## config.mk

```make
export PLATFORM = sky130hd
export DESIGN_NAME = smf_supervisor
export DESIGN_NICKNAME = d
export VERILOG_FILES = /design/src/core/smf_pkg.sv /design/src/core/smf_supervisor.sv
export SDC_FILE = /design/constraint.sdc
export NUM_CORES = 1
export LEC_CHECK = 0
export ABC_AREA = 1
export BUFFER_PORTS_ARGS = -buffer_cell sky130_fd_sc_hd__buf_4
export CORE_MARGIN = 3
export CORE_UTILIZATION = 45
export CTS_CLUSTER_DIAMETER = 100
export DETAILED_ROUTE_END_ITERATION = 8
export GPL_ROUTABILITY_DRIVEN = 0
export PLACE_DENSITY = 0.77
export SYNTH_ARGS = -nofsm -noshare
export SYNTH_HDL_FRONTEND = slang
export SYNTH_SLANG_ARGS = --single-unit
```

## constraint.sdc

```tcl
create_clock -name pclk -period 4.1 [get_ports pclk]
set_input_delay 0.205 -clock pclk [delete_from_list [all_inputs] [get_ports pclk]]
set_output_delay 0.205 -clock pclk [all_outputs]
set_load 0.005 [all_outputs]
```

## src/core/smf_pkg.sv

```systemverilog
package smf_pkg;
  // ****************************************
  // Timing
  // ****************************************
  localparam int unsigned CLK_HZ = 100_000_000;
  localparam int unsigned BAUD_RATE = 9600;
  localparam int unsigned BAUD_DIV = CLK_HZ / BAUD_RATE;
  localparam int unsigned SCAN_US = 1000;
  localparam int unsigned SCAN_DIV = CLK_HZ / 1_000_000 * SCAN_US;
  // ****************************************
  // Terminal key and reply codes
  // ****************************************
  localparam logic [7:0] KEY_MODE = 8'h01;
  localparam logic [7:0] KEY_PREV = 8'h02;
  localparam logic [7:0] KEY_RESET = 8'h04;
  localparam logic [7:0] KEY_NEXT = 8'h06;
  localparam logic [7:0] KEY_ENTER = 8'h0d;
  localparam logic [7:0] KEY_ABORT = 8'h1b;
  localparam logic [7:0] KEY_SPACE = 8'h20;
  localparam logic [7:0] KEY_C = 8'h43;
  localparam logic [7:0] KEY_D = 8'h44;
  localparam logic [7:0] KEY_E = 8'h45;
  localparam logic [7:0] KEY_T = 8'h54;
  localparam logic [7:0] CASE_MASK = 8'hdf;
  localparam logic [7:0] CH_0 = 8'h30;
  localparam logic [7:0] CH_9 = 8'h39;
  localparam logic [7:0] TXC_NUM = 8'h23;
  localparam logic [7:0] TXC_VAL = 8'h3d;
  localparam logic [7:0] TXC_OK = 8'h2a;
  localparam logic [7:0] TXC_ERR = 8'h21;
  localparam logic [7:0] TXC_FILE = 8'h46;
  localparam logic [7:0] TXC_TRK = 8'h54;
  localparam logic [1:0] CMD_C = 2'h0;
  localparam logic [1:0] CMD_D = 2'h1;
  localparam logic [1:0] CMD_E = 2'h2;
  localparam logic [1:0] CMD_T = 2'h3;
  localparam logic [1:0] SCREEN_LAST = 2'h3;
  localparam logic [2:0] TRK_LAST = 3'h4;
  localparam logic [3:0] LAST_BIT = 4'h9;
  localparam logic [7:0] SYNC_RST = 8'h80;
  localparam int unsigned STAT_FAULT_BIT = 4;
  localparam int unsigned RMS_SHIFT = 4;
  // ****************************************
  // Parameter numbers, bounds and defaults
  // ****************************************
  localparam logic [4:0] P_GAIN = 5'h01;
  localparam logic [4:0] P_KI = 5'h02;
  localparam logic [4:0] P_HALLS = 5'h06;
  localparam logic [4:0] P_RMS_THR = 5'h10;
  localparam logic [4:0] P_RMS_TIME = 5'h11;
  localparam logic [4:0] P_VERR_LIM = 5'h12;
  localparam logic [4:0] P_THERM_EN = 5'h15;
  localparam logic [31:0] NUM_MAX = 32'h0000001f;
  localparam logic [31:0] MAX_LONG = 32'h7fffffff;
  localparam logic [31:0] DEF_GAIN = 32'h000b71b0;
  localparam logic [31:0] DEF_KI = 32'h000088b8;
  localparam logic [31:0] DEF_RMS_THR = 32'h00004000;
  localparam logic [31:0] MAX_RMS_THR = 32'h0000ffff;
  localparam logic [31:0] DEF_RMS_TIME = 32'h00000064;
  localparam logic [31:0] MAX_RMS_TIME = 32'h00002710;
  localparam logic [31:0] DEF_VERR = 32'h000003e8;
  localparam logic [31:0] ONE = 32'h00000001;
  // ****************************************
  // Register map
  // ****************************************
  localparam logic [11:0] A_CTRL = 12'h000;
  localparam logic [11:0] A_STATUS = 12'h004;
  localparam logic [11:0] A_VEL = 12'h008;
  localparam logic [11:0] A_VERR = 12'h00c;
  localparam logic [11:0] A_CMD = 12'h010;
  localparam logic [11:0] A_GAIN = 12'h014;
  // ****************************************
  // Types
  // ****************************************
  typedef enum logic [2:0] {
    S_TRACK = 3'b000,
    S_PARAMS = 3'b001,
    S_CNUM = 3'b010,
    S_CVAL = 3'b011,
    S_XFER = 3'b100
  } smf_menu_e;
  typedef struct packed {
    logic amp;
    logic therm;
    logic enc;
    logic verr;
    logic rms;
    logic hall;
  } smf_fault_s;
  typedef struct packed {
    logic [4:0] num;
    logic [31:0] value;
  } smf_nvw_s;
endpackage

```

## src/core/smf_supervisor.sv

```systemverilog
// The register offsets and register access over APB were left to the implementer.
`timescale 1ns/100ps
`default_nettype none
module smf_supervisor
  import smf_pkg::*;
#(
  parameter int unsigned BAUD_CYC = BAUD_DIV,
  parameter int unsigned SCAN_CYC = SCAN_DIV
)
(
  input wire logic pclk, // Bus clock
  input wire logic presetn, // Async reset
  input wire logic psel, // APB select
  input wire logic penable, // APB enable
  input wire logic pwrite, // APB direction
  input wire logic [11:0] paddr, // APB address
  input wire logic [31:0] pwdata, // APB write data
  output logic [31:0] prdata, // APB read data
  output logic pready, // APB ready
  output logic pslverr, // APB error
  input wire logic rxd, // Serial in
  output logic txd, // Serial out
  input wire logic [2:0] hall, // Hall sensors
  input wire logic enc_present, // Encoder detected
  input wire logic enc_invalid, // Bad encoder signals
  input wire logic therm_hot, // Motor too hot
  input wire logic amp_fault, // Power stage fault
  input wire logic init_no_hall, // Halless init running
  input wire logic signed [15:0] velocity, // Measured velocity
  input wire logic signed [15:0] vel_error, // Velocity error
  input wire logic signed [15:0] cur_cmd, // Current command
  output logic drive_reset, // Drive reset pulse
  output logic stage_enable, // Power stage enable
  output logic led_green, // Indicator green
  output logic led_red, // Indicator red
  output logic [7:0] status_word, // Status word
  output logic [31:0] proportional_gain, // Gain in effect
  output logic halls_avail, // Halls used, reset-effective
  output logic remote_mode, // Remote mode active
  output logic nv_wr_valid, // Storage write pulse
  output smf_nvw_s nv_wr // Storage write data
);
  localparam logic [15:0] BAUD_LAST = 16'(BAUD_CYC - 1);
  localparam logic [15:0] BAUD_HALF = 16'(BAUD_CYC / 2);
  localparam logic [19:0] SCAN_LAST = 20'(SCAN_CYC - 1);

  // ****************************************
  // Parameter table
  // ****************************************
  function automatic logic [31:0] p_def(input logic [4:0] n);
    case (n)
      P_GAIN: p_def = DEF_GAIN;
      P_KI: p_def = DEF_KI;
      P_HALLS, P_THERM_EN: p_def = ONE;
      P_RMS_THR: p_def = DEF_RMS_THR;
      P_RMS_TIME: p_def = DEF_RMS_TIME;
      P_VERR_LIM: p_def = DEF_VERR;
      default: p_def = '0;
    endcase
  endfunction

  function automatic logic [31:0] p_max(input logic [4:0] n);
    case (n)
      P_GAIN, P_KI, P_VERR_LIM: p_max = MAX_LONG;
      P_HALLS, P_THERM_EN: p_max = ONE;
      P_RMS_THR: p_max = MAX_RMS_THR;
      P_RMS_TIME: p_max = MAX_RMS_TIME;
      default: p_max = '0;
    endcase
  endfunction

  function automatic logic p_valid(input logic [4:0] n);
    p_valid = (n == P_GAIN) || (n == P_KI) || (n == P_HALLS) ||
      (n == P_RMS_THR) || (n == P_RMS_TIME) || (n == P_VERR_LIM) ||
      (n == P_THERM_EN);
  endfunction

  function automatic logic [15:0] absv(input logic signed [15:0] v);
    absv = v[15] ? 16'(-v) : 16'(v);
  endfunction

  // ****************************************
  // Pin synchronisers
  // ****************************************
  logic [7:0] sync1_reg;
  logic [7:0] sync2_reg;
  logic rx_in;
  logic [2:0] hall_s;
  logic encp_s, enci_s, therm_s, amp_s;

  always_ff @(posedge pclk or negedge presetn)
    if (!presetn)
    begin
      sync1_reg <= SYNC_RST;
      sync2_reg <= SYNC_RST;
    end
    else
    begin
      sync1_reg <= {rxd, hall, enc_present, enc_invalid, therm_hot,
        amp_fault};
      sync2_reg <= sync1_reg;
    end
  assign {rx_in, hall_s, encp_s, enci_s, therm_s, amp_s} = sync2_reg;

  // ****************************************
  // Serial receiver and transmitter
  // ****************************************
  logic rx_busy, rx_valid, tx_busy, tx_go, tx_pend;
  logic [15:0] rx_cnt, tx_cnt;
  logic [3:0] rx_bit, tx_bit;
  logic [7:0] rx_sh, tx_data, tx_pbyte, trk_b;
  logic [9:0] tx_sh;

  always_ff @(posedge pclk or negedge presetn)
    if (!presetn)
    begin
      rx_busy <= 1'b0;
      rx_valid <= 1'b0;
      rx_cnt <= '0;
      rx_bit <= '0;
      rx_sh <= '0;
    end
    else
    begin
      rx_valid <= 1'b0;
      if (!rx_busy)
      begin
        if (!rx_in)
        begin
          rx_busy <= 1'b1;
          rx_cnt <= BAUD_HALF;
          rx_bit <= '0;
        end
      end
      else if (rx_cnt != '0)
        rx_cnt <= rx_cnt - 16'h0001;
      else
      begin
        rx_cnt <= BAUD_LAST;
        rx_bit <= rx_bit + 4'h1;
        if (rx_bit == '0)
          rx_busy <= !rx_in;
        else if (rx_bit != LAST_BIT)
          rx_sh <= {rx_in, rx_sh[7:1]};
        else
        begin
          rx_busy <= 1'b0;
          rx_valid <= rx_in;
        end
      end
    end

  always_ff @(posedge pclk or negedge presetn)
    if (!presetn)
    begin
      tx_busy <= 1'b0;
      tx_cnt <= '0;
      tx_bit <= '0;
      tx_sh <= '1;
      txd <= 1'b1;
    end
    else if (!tx_busy)
    begin
      if (tx_go)
      begin
        tx_busy <= 1'b1;
        tx_sh <= {1'b1, tx_data, 1'b0};
        tx_cnt <= BAUD_LAST;
        tx_bit <= '0;
        txd <= 1'b0;
      end
    end
    else if (tx_cnt != '0)
      tx_cnt <= tx_cnt - 16'h0001;
    else
    begin
      tx_cnt <= BAUD_LAST;
      tx_bit <= tx_bit + 4'h1;
      tx_sh <= {1'b1, tx_sh[9:1]};
      txd <= tx_sh[1];
      if (tx_bit == LAST_BIT)
      begin
        tx_busy <= 1'b0;
        txd <= 1'b1;
      end
    end

  // ****************************************
  // Menu interpreter
  // ****************************************
  smf_menu_e menu_reg;
  logic [1:0] sel_reg, screen_reg, run_cmd;
  logic [4:0] num_reg;
  logic [31:0] acc_reg;
  logic [35:0] acc_wide;
  logic ovf_reg, menu_key, is_dig, run, val_ok, num_ok, commit;
  logic [7:0] ukey;
  logic [31:0] prm_reg [0:31];
  smf_fault_s faults_reg;

  assign ukey = rx_sh & CASE_MASK;
  assign is_dig = (rx_sh >= CH_0) && (rx_sh <= CH_9);
  assign menu_key = rx_valid && !remote_mode && rx_sh != KEY_RESET &&
    rx_sh != KEY_MODE;
  assign acc_wide = {4'h0, acc_reg} * 36'h00000000a + 36'(rx_sh[3:0]);
  assign val_ok = !ovf_reg && acc_reg <= p_max(num_reg) &&
    acc_reg >= ((num_reg == P_RMS_TIME) ? ONE : '0);
  assign num_ok = !ovf_reg && acc_reg <= NUM_MAX && p_valid(acc_reg[4:0]);
  assign commit = menu_key && menu_reg == S_CVAL && rx_sh == KEY_ENTER &&
    val_ok;

  always_comb
  begin
    run = 1'b1;
    run_cmd = sel_reg;
    if (ukey == KEY_C)
      run_cmd = CMD_C;
    else if (ukey == KEY_D)
      run_cmd = CMD_D;
    else if (ukey == KEY_E)
      run_cmd = CMD_E;
    else if (ukey == KEY_T)
      run_cmd = CMD_T;
    else if (rx_sh != KEY_ENTER)
      run = 1'b0;
  end

  always_ff @(posedge pclk or negedge presetn)
    if (!presetn)
    begin
      menu_reg <= S_TRACK;
      sel_reg <= CMD_C;
      screen_reg <= '0;
      remote_mode <= 1'b0;
      num_reg <= '0;
      acc_reg <= '0;
      ovf_reg <= 1'b0;
      tx_pend <= 1'b0;
      tx_pbyte <= '0;
    end
    else
    begin
      if (tx_go && tx_pend)
        tx_pend <= 1'b0;
      if (rx_valid && rx_sh == KEY_RESET)
      begin
        menu_reg <= S_TRACK;
        sel_reg <= CMD_C;
      end
      else if (rx_valid && rx_sh == KEY_MODE)
        remote_mode <= !remote_mode;
      else if (menu_key)
      begin
        unique case (menu_reg)
          S_TRACK: menu_reg <= S_PARAMS;
          S_PARAMS:
            if (rx_sh == KEY_ABORT)
              menu_reg <= S_TRACK;
            else if (rx_sh == KEY_PREV)
              screen_reg <= screen_reg - 2'h1;
            else if (rx_sh == KEY_NEXT)
              screen_reg <= screen_reg + 2'h1;
            else if (rx_sh == KEY_SPACE)
              sel_reg <= sel_reg + 2'h1;
            else if (run)
            begin
              sel_reg <= run_cmd;
              acc_reg <= '0;
              ovf_reg <= 1'b0;
              tx_pend <= run_cmd != CMD_D;
              unique case (run_cmd)
                CMD_C:
                begin
                  menu_reg <= S_CNUM;
                  tx_pbyte <= TXC_NUM;
                end
                CMD_D: menu_reg <= S_TRACK;
                CMD_E: tx_pbyte <= 8'(faults_reg);
                CMD_T:
                begin
                  menu_reg <= S_XFER;
                  tx_pbyte <= TXC_FILE;
                end
              endcase
            end
          S_CNUM, S_CVAL:
            if (rx_sh == KEY_ABORT)
              menu_reg <= S_PARAMS;
            else if (is_dig)
            begin
              acc_reg <= acc_wide[31:0];
              ovf_reg <= ovf_reg || (acc_wide[35:32] != '0);
            end
            else if (rx_sh == KEY_ENTER)
            begin
              tx_pend <= 1'b1;
              acc_reg <= '0;
              ovf_reg <= 1'b0;
              if (menu_reg == S_CNUM && num_ok)
              begin
                menu_reg <= S_CVAL;
                num_reg <= acc_reg[4:0];
                tx_pbyte <= TXC_VAL;
              end
              else
              begin
                menu_reg <= S_PARAMS;
                tx_pbyte <= commit ? TXC_OK : TXC_ERR;
              end
            end
          S_XFER:
            if (rx_sh == KEY_ABORT || rx_sh == KEY_ENTER)
              menu_reg <= S_PARAMS;
          default: menu_reg <= S_PARAMS;
        endcase
      end
    end

  // ****************************************
  // Tracking stream
  // ****************************************
  logic [2:0] trk_idx;
  logic trk_on;

  assign trk_on = menu_reg == S_TRACK && !remote_mode;
  assign tx_go = !tx_busy && (tx_pend || trk_on);
  assign tx_data = tx_pend ? tx_pbyte : trk_b;

  always_comb
  begin
    case (trk_idx)
      3'h0: trk_b = TXC_TRK;
      3'h1: trk_b = status_word;
      3'h2: trk_b = velocity[7:0];
      3'h3: trk_b = vel_error[7:0];
      default: trk_b = cur_cmd[7:0];
    endcase
  end

  always_ff @(posedge pclk or negedge presetn)
    if (!presetn)
      trk_idx <= '0;
    else if (!trk_on)
      trk_idx <= '0;
    else if (tx_go && !tx_pend)
      trk_idx <= (trk_idx == TRK_LAST) ? 3'h0 : trk_idx + 3'h1;

  // ****************************************
  // Parameter store
  // ****************************************
  always_ff @(posedge pclk or negedge presetn)
    if (!presetn)
    begin
      for (int i = 0; i < 32; i++)
        prm_reg[i] <= p_def(5'(i));
      nv_wr_valid <= 1'b0;
      nv_wr <= '0;
    end
    else
    begin
      nv_wr_valid <= commit;
      if (commit)
      begin
        prm_reg[num_reg] <= acc_reg;
        nv_wr <= '{num: num_reg, value: acc_reg};
      end
    end

  always_ff @(posedge pclk or negedge presetn)
    if (!presetn)
    begin
      drive_reset <= 1'b0;
      halls_avail <= ONE[0];
    end
    else
    begin
      drive_reset <= rx_valid && rx_sh == KEY_RESET;
      if (drive_reset)
        halls_avail <= prm_reg[P_HALLS][0];
    end
  assign proportional_gain = prm_reg[P_GAIN];

  // ****************************************
  // Fault monitor
  // ****************************************
  logic [19:0] scan_cnt;
  logic tick, ctrl_en;
  logic [15:0] avg_reg, rms_cnt;
  logic signed [16:0] avg_diff;
  smf_fault_s found;

  always_ff @(posedge pclk or negedge presetn)
    if (!presetn)
    begin
      scan_cnt <= '0;
      tick <= 1'b0;
    end
    else
    begin
      tick <= scan_cnt == SCAN_LAST;
      scan_cnt <= (scan_cnt == SCAN_LAST) ? '0 : scan_cnt + 20'h00001;
    end

  assign avg_diff = $signed({1'b0, absv(cur_cmd)}) -
    $signed({1'b0, avg_reg});

  always_comb
  begin
    found.hall = (hall_s == 3'b000 || hall_s == 3'b111) &&
      !init_no_hall;
    found.rms = rms_cnt >= prm_reg[P_RMS_TIME][15:0];
    found.verr = 32'(absv(vel_error)) > prm_reg[P_VERR_LIM];
    found.enc = !encp_s || enci_s;
    found.therm = therm_s && prm_reg[P_THERM_EN][0];
    found.amp = amp_s;
  end

  always_ff @(posedge pclk or negedge presetn)
    if (!presetn)
    begin
      avg_reg <= '0;
      rms_cnt <= '0;
    end
    else if (tick)
    begin
      avg_reg <= avg_reg + 16'(avg_diff >>> RMS_SHIFT);
      if (avg_reg <= prm_reg[P_RMS_THR][15:0])
        rms_cnt <= '0;
      else if (rms_cnt != '1)
        rms_cnt <= rms_cnt + 16'h0001;
    end

  always_ff @(posedge pclk or negedge presetn)
    if (!presetn)
      faults_reg <= '0;
    else
      faults_reg <= (drive_reset ? '0 : faults_reg) |
        (tick ? found : '0);

  always_ff @(posedge pclk or negedge presetn)
    if (!presetn)
    begin
      status_word <= '0;
      stage_enable <= 1'b0;
      led_green <= 1'b0;
      led_red <= 1'b1;
    end
    else
    begin
      status_word <= 8'(|faults_reg) << STAT_FAULT_BIT;
      stage_enable <= ctrl_en && !(|faults_reg);
      led_green <= ctrl_en && !(|faults_reg);
      led_red <= !ctrl_en || (|faults_reg);
    end

  // ****************************************
  // APB slave
  // ****************************************
  logic apb_err;

  assign pready = 1'b1;
  assign pslverr = psel && penable && apb_err;

  always_ff @(posedge pclk or negedge presetn)
    if (!presetn)
      ctrl_en <= 1'b0;
    else if (psel && penable && pwrite && paddr == A_CTRL)
      ctrl_en <= pwdata[0];

  always_ff @(posedge pclk or negedge presetn)
    if (!presetn)
    begin
      prdata <= '0;
      apb_err <= 1'b0;
    end
    else if (psel && !penable)
    begin
      apb_err <= 1'b0;
      case (paddr)
        A_CTRL: prdata <= 32'(ctrl_en);
        A_STATUS: prdata <= 32'({remote_mode, menu_reg, screen_reg,
          sel_reg, status_word, 2'b00, faults_reg});
        A_VEL: prdata <= 32'(velocity);
        A_VERR: prdata <= 32'(vel_error);
        A_CMD: prdata <= 32'(cur_cmd);
        A_GAIN: prdata <= proportional_gain;
        default:
        begin
          prdata <= '0;
          apb_err <= 1'b1;
        end
      endcase
    end
endmodule
`default_nettype wire

```

==> metrics.yaml <==
drt:
  wl_per_cell_microns: 16.79
  drc: 0
  antenna_violating_nets_post_route: 0
  wl_microns: 69910
  drt_iter0_markers: 2078
  drt_first_pass_iters: 8
  vias_per_cell: 5.344
  dr_total_vias: 22250
placement:
  port_buffers: 185
  hpwlAfterDp_microns: 53240
  postPlaceCellArea_sq_um: 26380
yosys:
  ys.flop_type: "dfrtp_1"
  avgSynthCellArea_sq_um: 7.491
  ys_warn_count: 0
  synth_seq_area_share: 0.3804
  synth_top_area_frac: 0.3425
  yosysTopAreaCell: "dfrtp_1"
  synth-seq-cells: 367
  synthCells: 3238
  ys_top_cells_by_count: "nand2_1, inv_1, dfrtp_1"
  synth_area_sq_um: 24260
  synth_edf_count: 0
  synth_area_leaders: "dfrtp_1, nand2_1, ha_1, inv_1, o21ai_0"
  yosysUniqueCellTypes: 59
  async_flop_share: 1.000
  yosys.cell_count.top_type: "nand2_1"
critical_path:
  cpPeakStageDelay_ns: 0.41
  critPathLaunch: "avg_reg[2]"
  cp_slowest_cell: "dfrtp_1"
  regToRegStartpoint: "avg_reg[2]"
  worstPathRequired_ns: 4.56
  r2r_slack_ns: 0.31
  path_max_fanout: 4
  endpoint_kind: "flop"
  critPathKind: "reg2reg"
  critical_path_arrival_ns: 4.24
  crit_top_cell: "nand2_1"
  cp-start-kind: "flop"
  cp_cell_sequence: "inv_1, ha_1, a21oi_1, nand2_1, nand3_1, nand2_1, a21o_1, nand3_1, nand2_1, nand2_1, nand2_1, a21boi_0, nor2_1, nor2_1, xnor2_1, ha_1, a21oi_1, o21a_1, o221ai_1, a41oi_1, or2_2, nand3_1, xor2_1"
sta:
  fin_skew_ns: 0.03620
  drv_slew: 0
  fin_crit_sh: 0.9241
  worst-slew-pin-transition_ns: 1.126
  setup_viol: 0
  whs_ns: 0.03842
  finalHoldViolCount: 0
  clock.fmax_mhz: 263.9
  period_needed_ns: 3.789
  rsz0062_at_grt: "no"
  slew_headroom: 0.2433
pwr:
  power.density_nw_per_um2: 285.7
  vdd_drop_max_mv: 0.3670
  p_leak_nw: 14.20
die:
  io_pins: 225
  die_height_microns: 238.2
  dieWidth_microns: 238.2
  dieArea_sq_um: 56730
  core_sq_um: 52970
  start_util: 0.4579
  num_rows: 84
grt:
  grt_overflow_total: 0
  antenna_found_initial: 3
  grt_first_pass_wirelength_microns: 110300
  grt_use_total: 0.2409
  grt_pass1_vias: 20570
  grt_max_degree: 90
clocking:
  ctsRootBufferMaster: "clkbuf_16"
  cts_setup_buffers: 0
  cts.reportedPaths.clkPinSlew_ns: 0.06
  clock_latency_ns: 0.60
  cts-buffers-inserted: 42
  cts-htree-levels: 2
  cts_tree: "done"
  cts_buffer_depth: 3
  clkSinkCount: 367
min_path:
  hp-start: "psel"
  hp-class: "in2reg"
job:
  maxCapViolCount: 0
cells_and_area:
  nets: 3745
  syn_to_final_growth_pct: 15.52
  fin_area_sq_um: 28020
  drive_above_1_share: 0.1146
  largest_register_ffs: 66
  nFillCells: 5011
run_status:
  outcome: "finished clean"
-- layout make-up --
| cell class | count | area, sq um | share of cell area |
|---|---|---|---|
| Clock inverter | 23 | 287.8 | 0.01027 |
| Antenna cell | 1 | 2.502 | 0.00008930 |
| Multi-Input combinational cell | 2219 | 12420 | 0.4431 |
| Inverter | 558 | 2095 | 0.07475 |
| Clock buffer | 54 | 1136 | 0.04054 |
| Sequential cell | 367 | 9228 | 0.3293 |
| Timing Repair Buffer | 253 | 1997 | 0.07126 |
| Tap cell | 688 | 860.8 | 0.03072 |
-- cell usage in the layout (no fill, tap or decap), drive strengths merged, types with 7 or more instances in the layout --
cell type / count
o22ai: 51
a221oi: 21
o32ai: 7
a21oi: 124
dfstp: 35
nand2: 747
nand4: 56
xnor2: 20
ha: 195
nor3: 74
inv: 558
nand3b: 8
buf: 232
dfrtp: 332
conb: 8
o21a: 7
nand3: 136
nor4: 28
dlygate4sd3: 21
o21ai: 308
o211ai: 11
nor2: 260
clkinv: 16
xor2: 76
o31ai: 8
a31oi: 13
clkbuf: 54
-- report_power, final --
part	leakage (nW)	switching, W	internal [W]	total, W
clock network	0.699	0.00161	0.00230	0.00391
logic	8.74	0.000277	0.000184	0.000461
registers	4.76	0.00000274	0.00363	0.00364
-- cell families after synthesis --
logic type	synth area share
other cells	0.0003096
fa+ha+maj	0.1031
mux	0.0009284
xor+xnor	0.03466
flops	0.3804
buf+inv	0.1090
compound gates	0.1379
simple gates	0.2337
-- path summary, 6_finish.rpt --
path	cells after the start	endpoint
hold / removal	5	prdata[16]
setup reg to reg	23	avg_reg[15]
min in group asynchronous	2	prdata[9]
hold reg to reg	0	sync2_reg[1]
setup / recovery	23	avg_reg[15]
max in group asynchronous	3	rx_cnt[9]
-- what timing repair did --
| item | 4_1_cts | 5_1_grt |
|---|---|---|
| hold buffers | 21 | 0 |
| hold endpoints to repair | 90 | 0 |
| resized for setup | 0 | 2 |
| setup endpoints to repair | 0 | 75 |
-- critical path: cells and delay by family, from the launching register on --
family / cells / cell delay (ns)
AO/OA/AOI/OAI: 7 / 1.27
AND/OR/NAND/NOR: 11 / 0.95
adder cells (fa/ha/maj): 2 / 0.60
flip-flops: 1 / 0.41
XOR/XNOR: 2 / 0.33
buffers and inverters: 1 / 0.11
-- layer usage --
layer	vias to the layer above	share of wire	track usage
li1	10980	-	-
met4	4	0.031	0.07861
met2	835	0.43	0.3724
met5	-	0.00034	0
met3	153	0.096	0.06900
met1	10280	0.44	0.3267
-- metrics by stage --
stage / std cells / power, W / utilization / TNS [ns] / setup WS, ns
6_report: 4163 / 0.008005 / 0.5290 / 0 / 0.3113
5_1_grt: 4162 / 0.008270 / 0.5290 / 0 / 0.008311
4_1_cts: 4162 / 0.008068 / 0.5289 / 0 / 0.1525
3_5_place_dp: 4064 / 0.004143 / 0.4980 / -0.06078 / -0.06078
3_3_place_gp: 4064 / 0.004137 / 0.4980 / 0 / 0.02032
2_1_floorplan: 3244 / 0.003912 / - / 0 / 0.3039
Note: power is estimated with default switching activity, not from simulation.
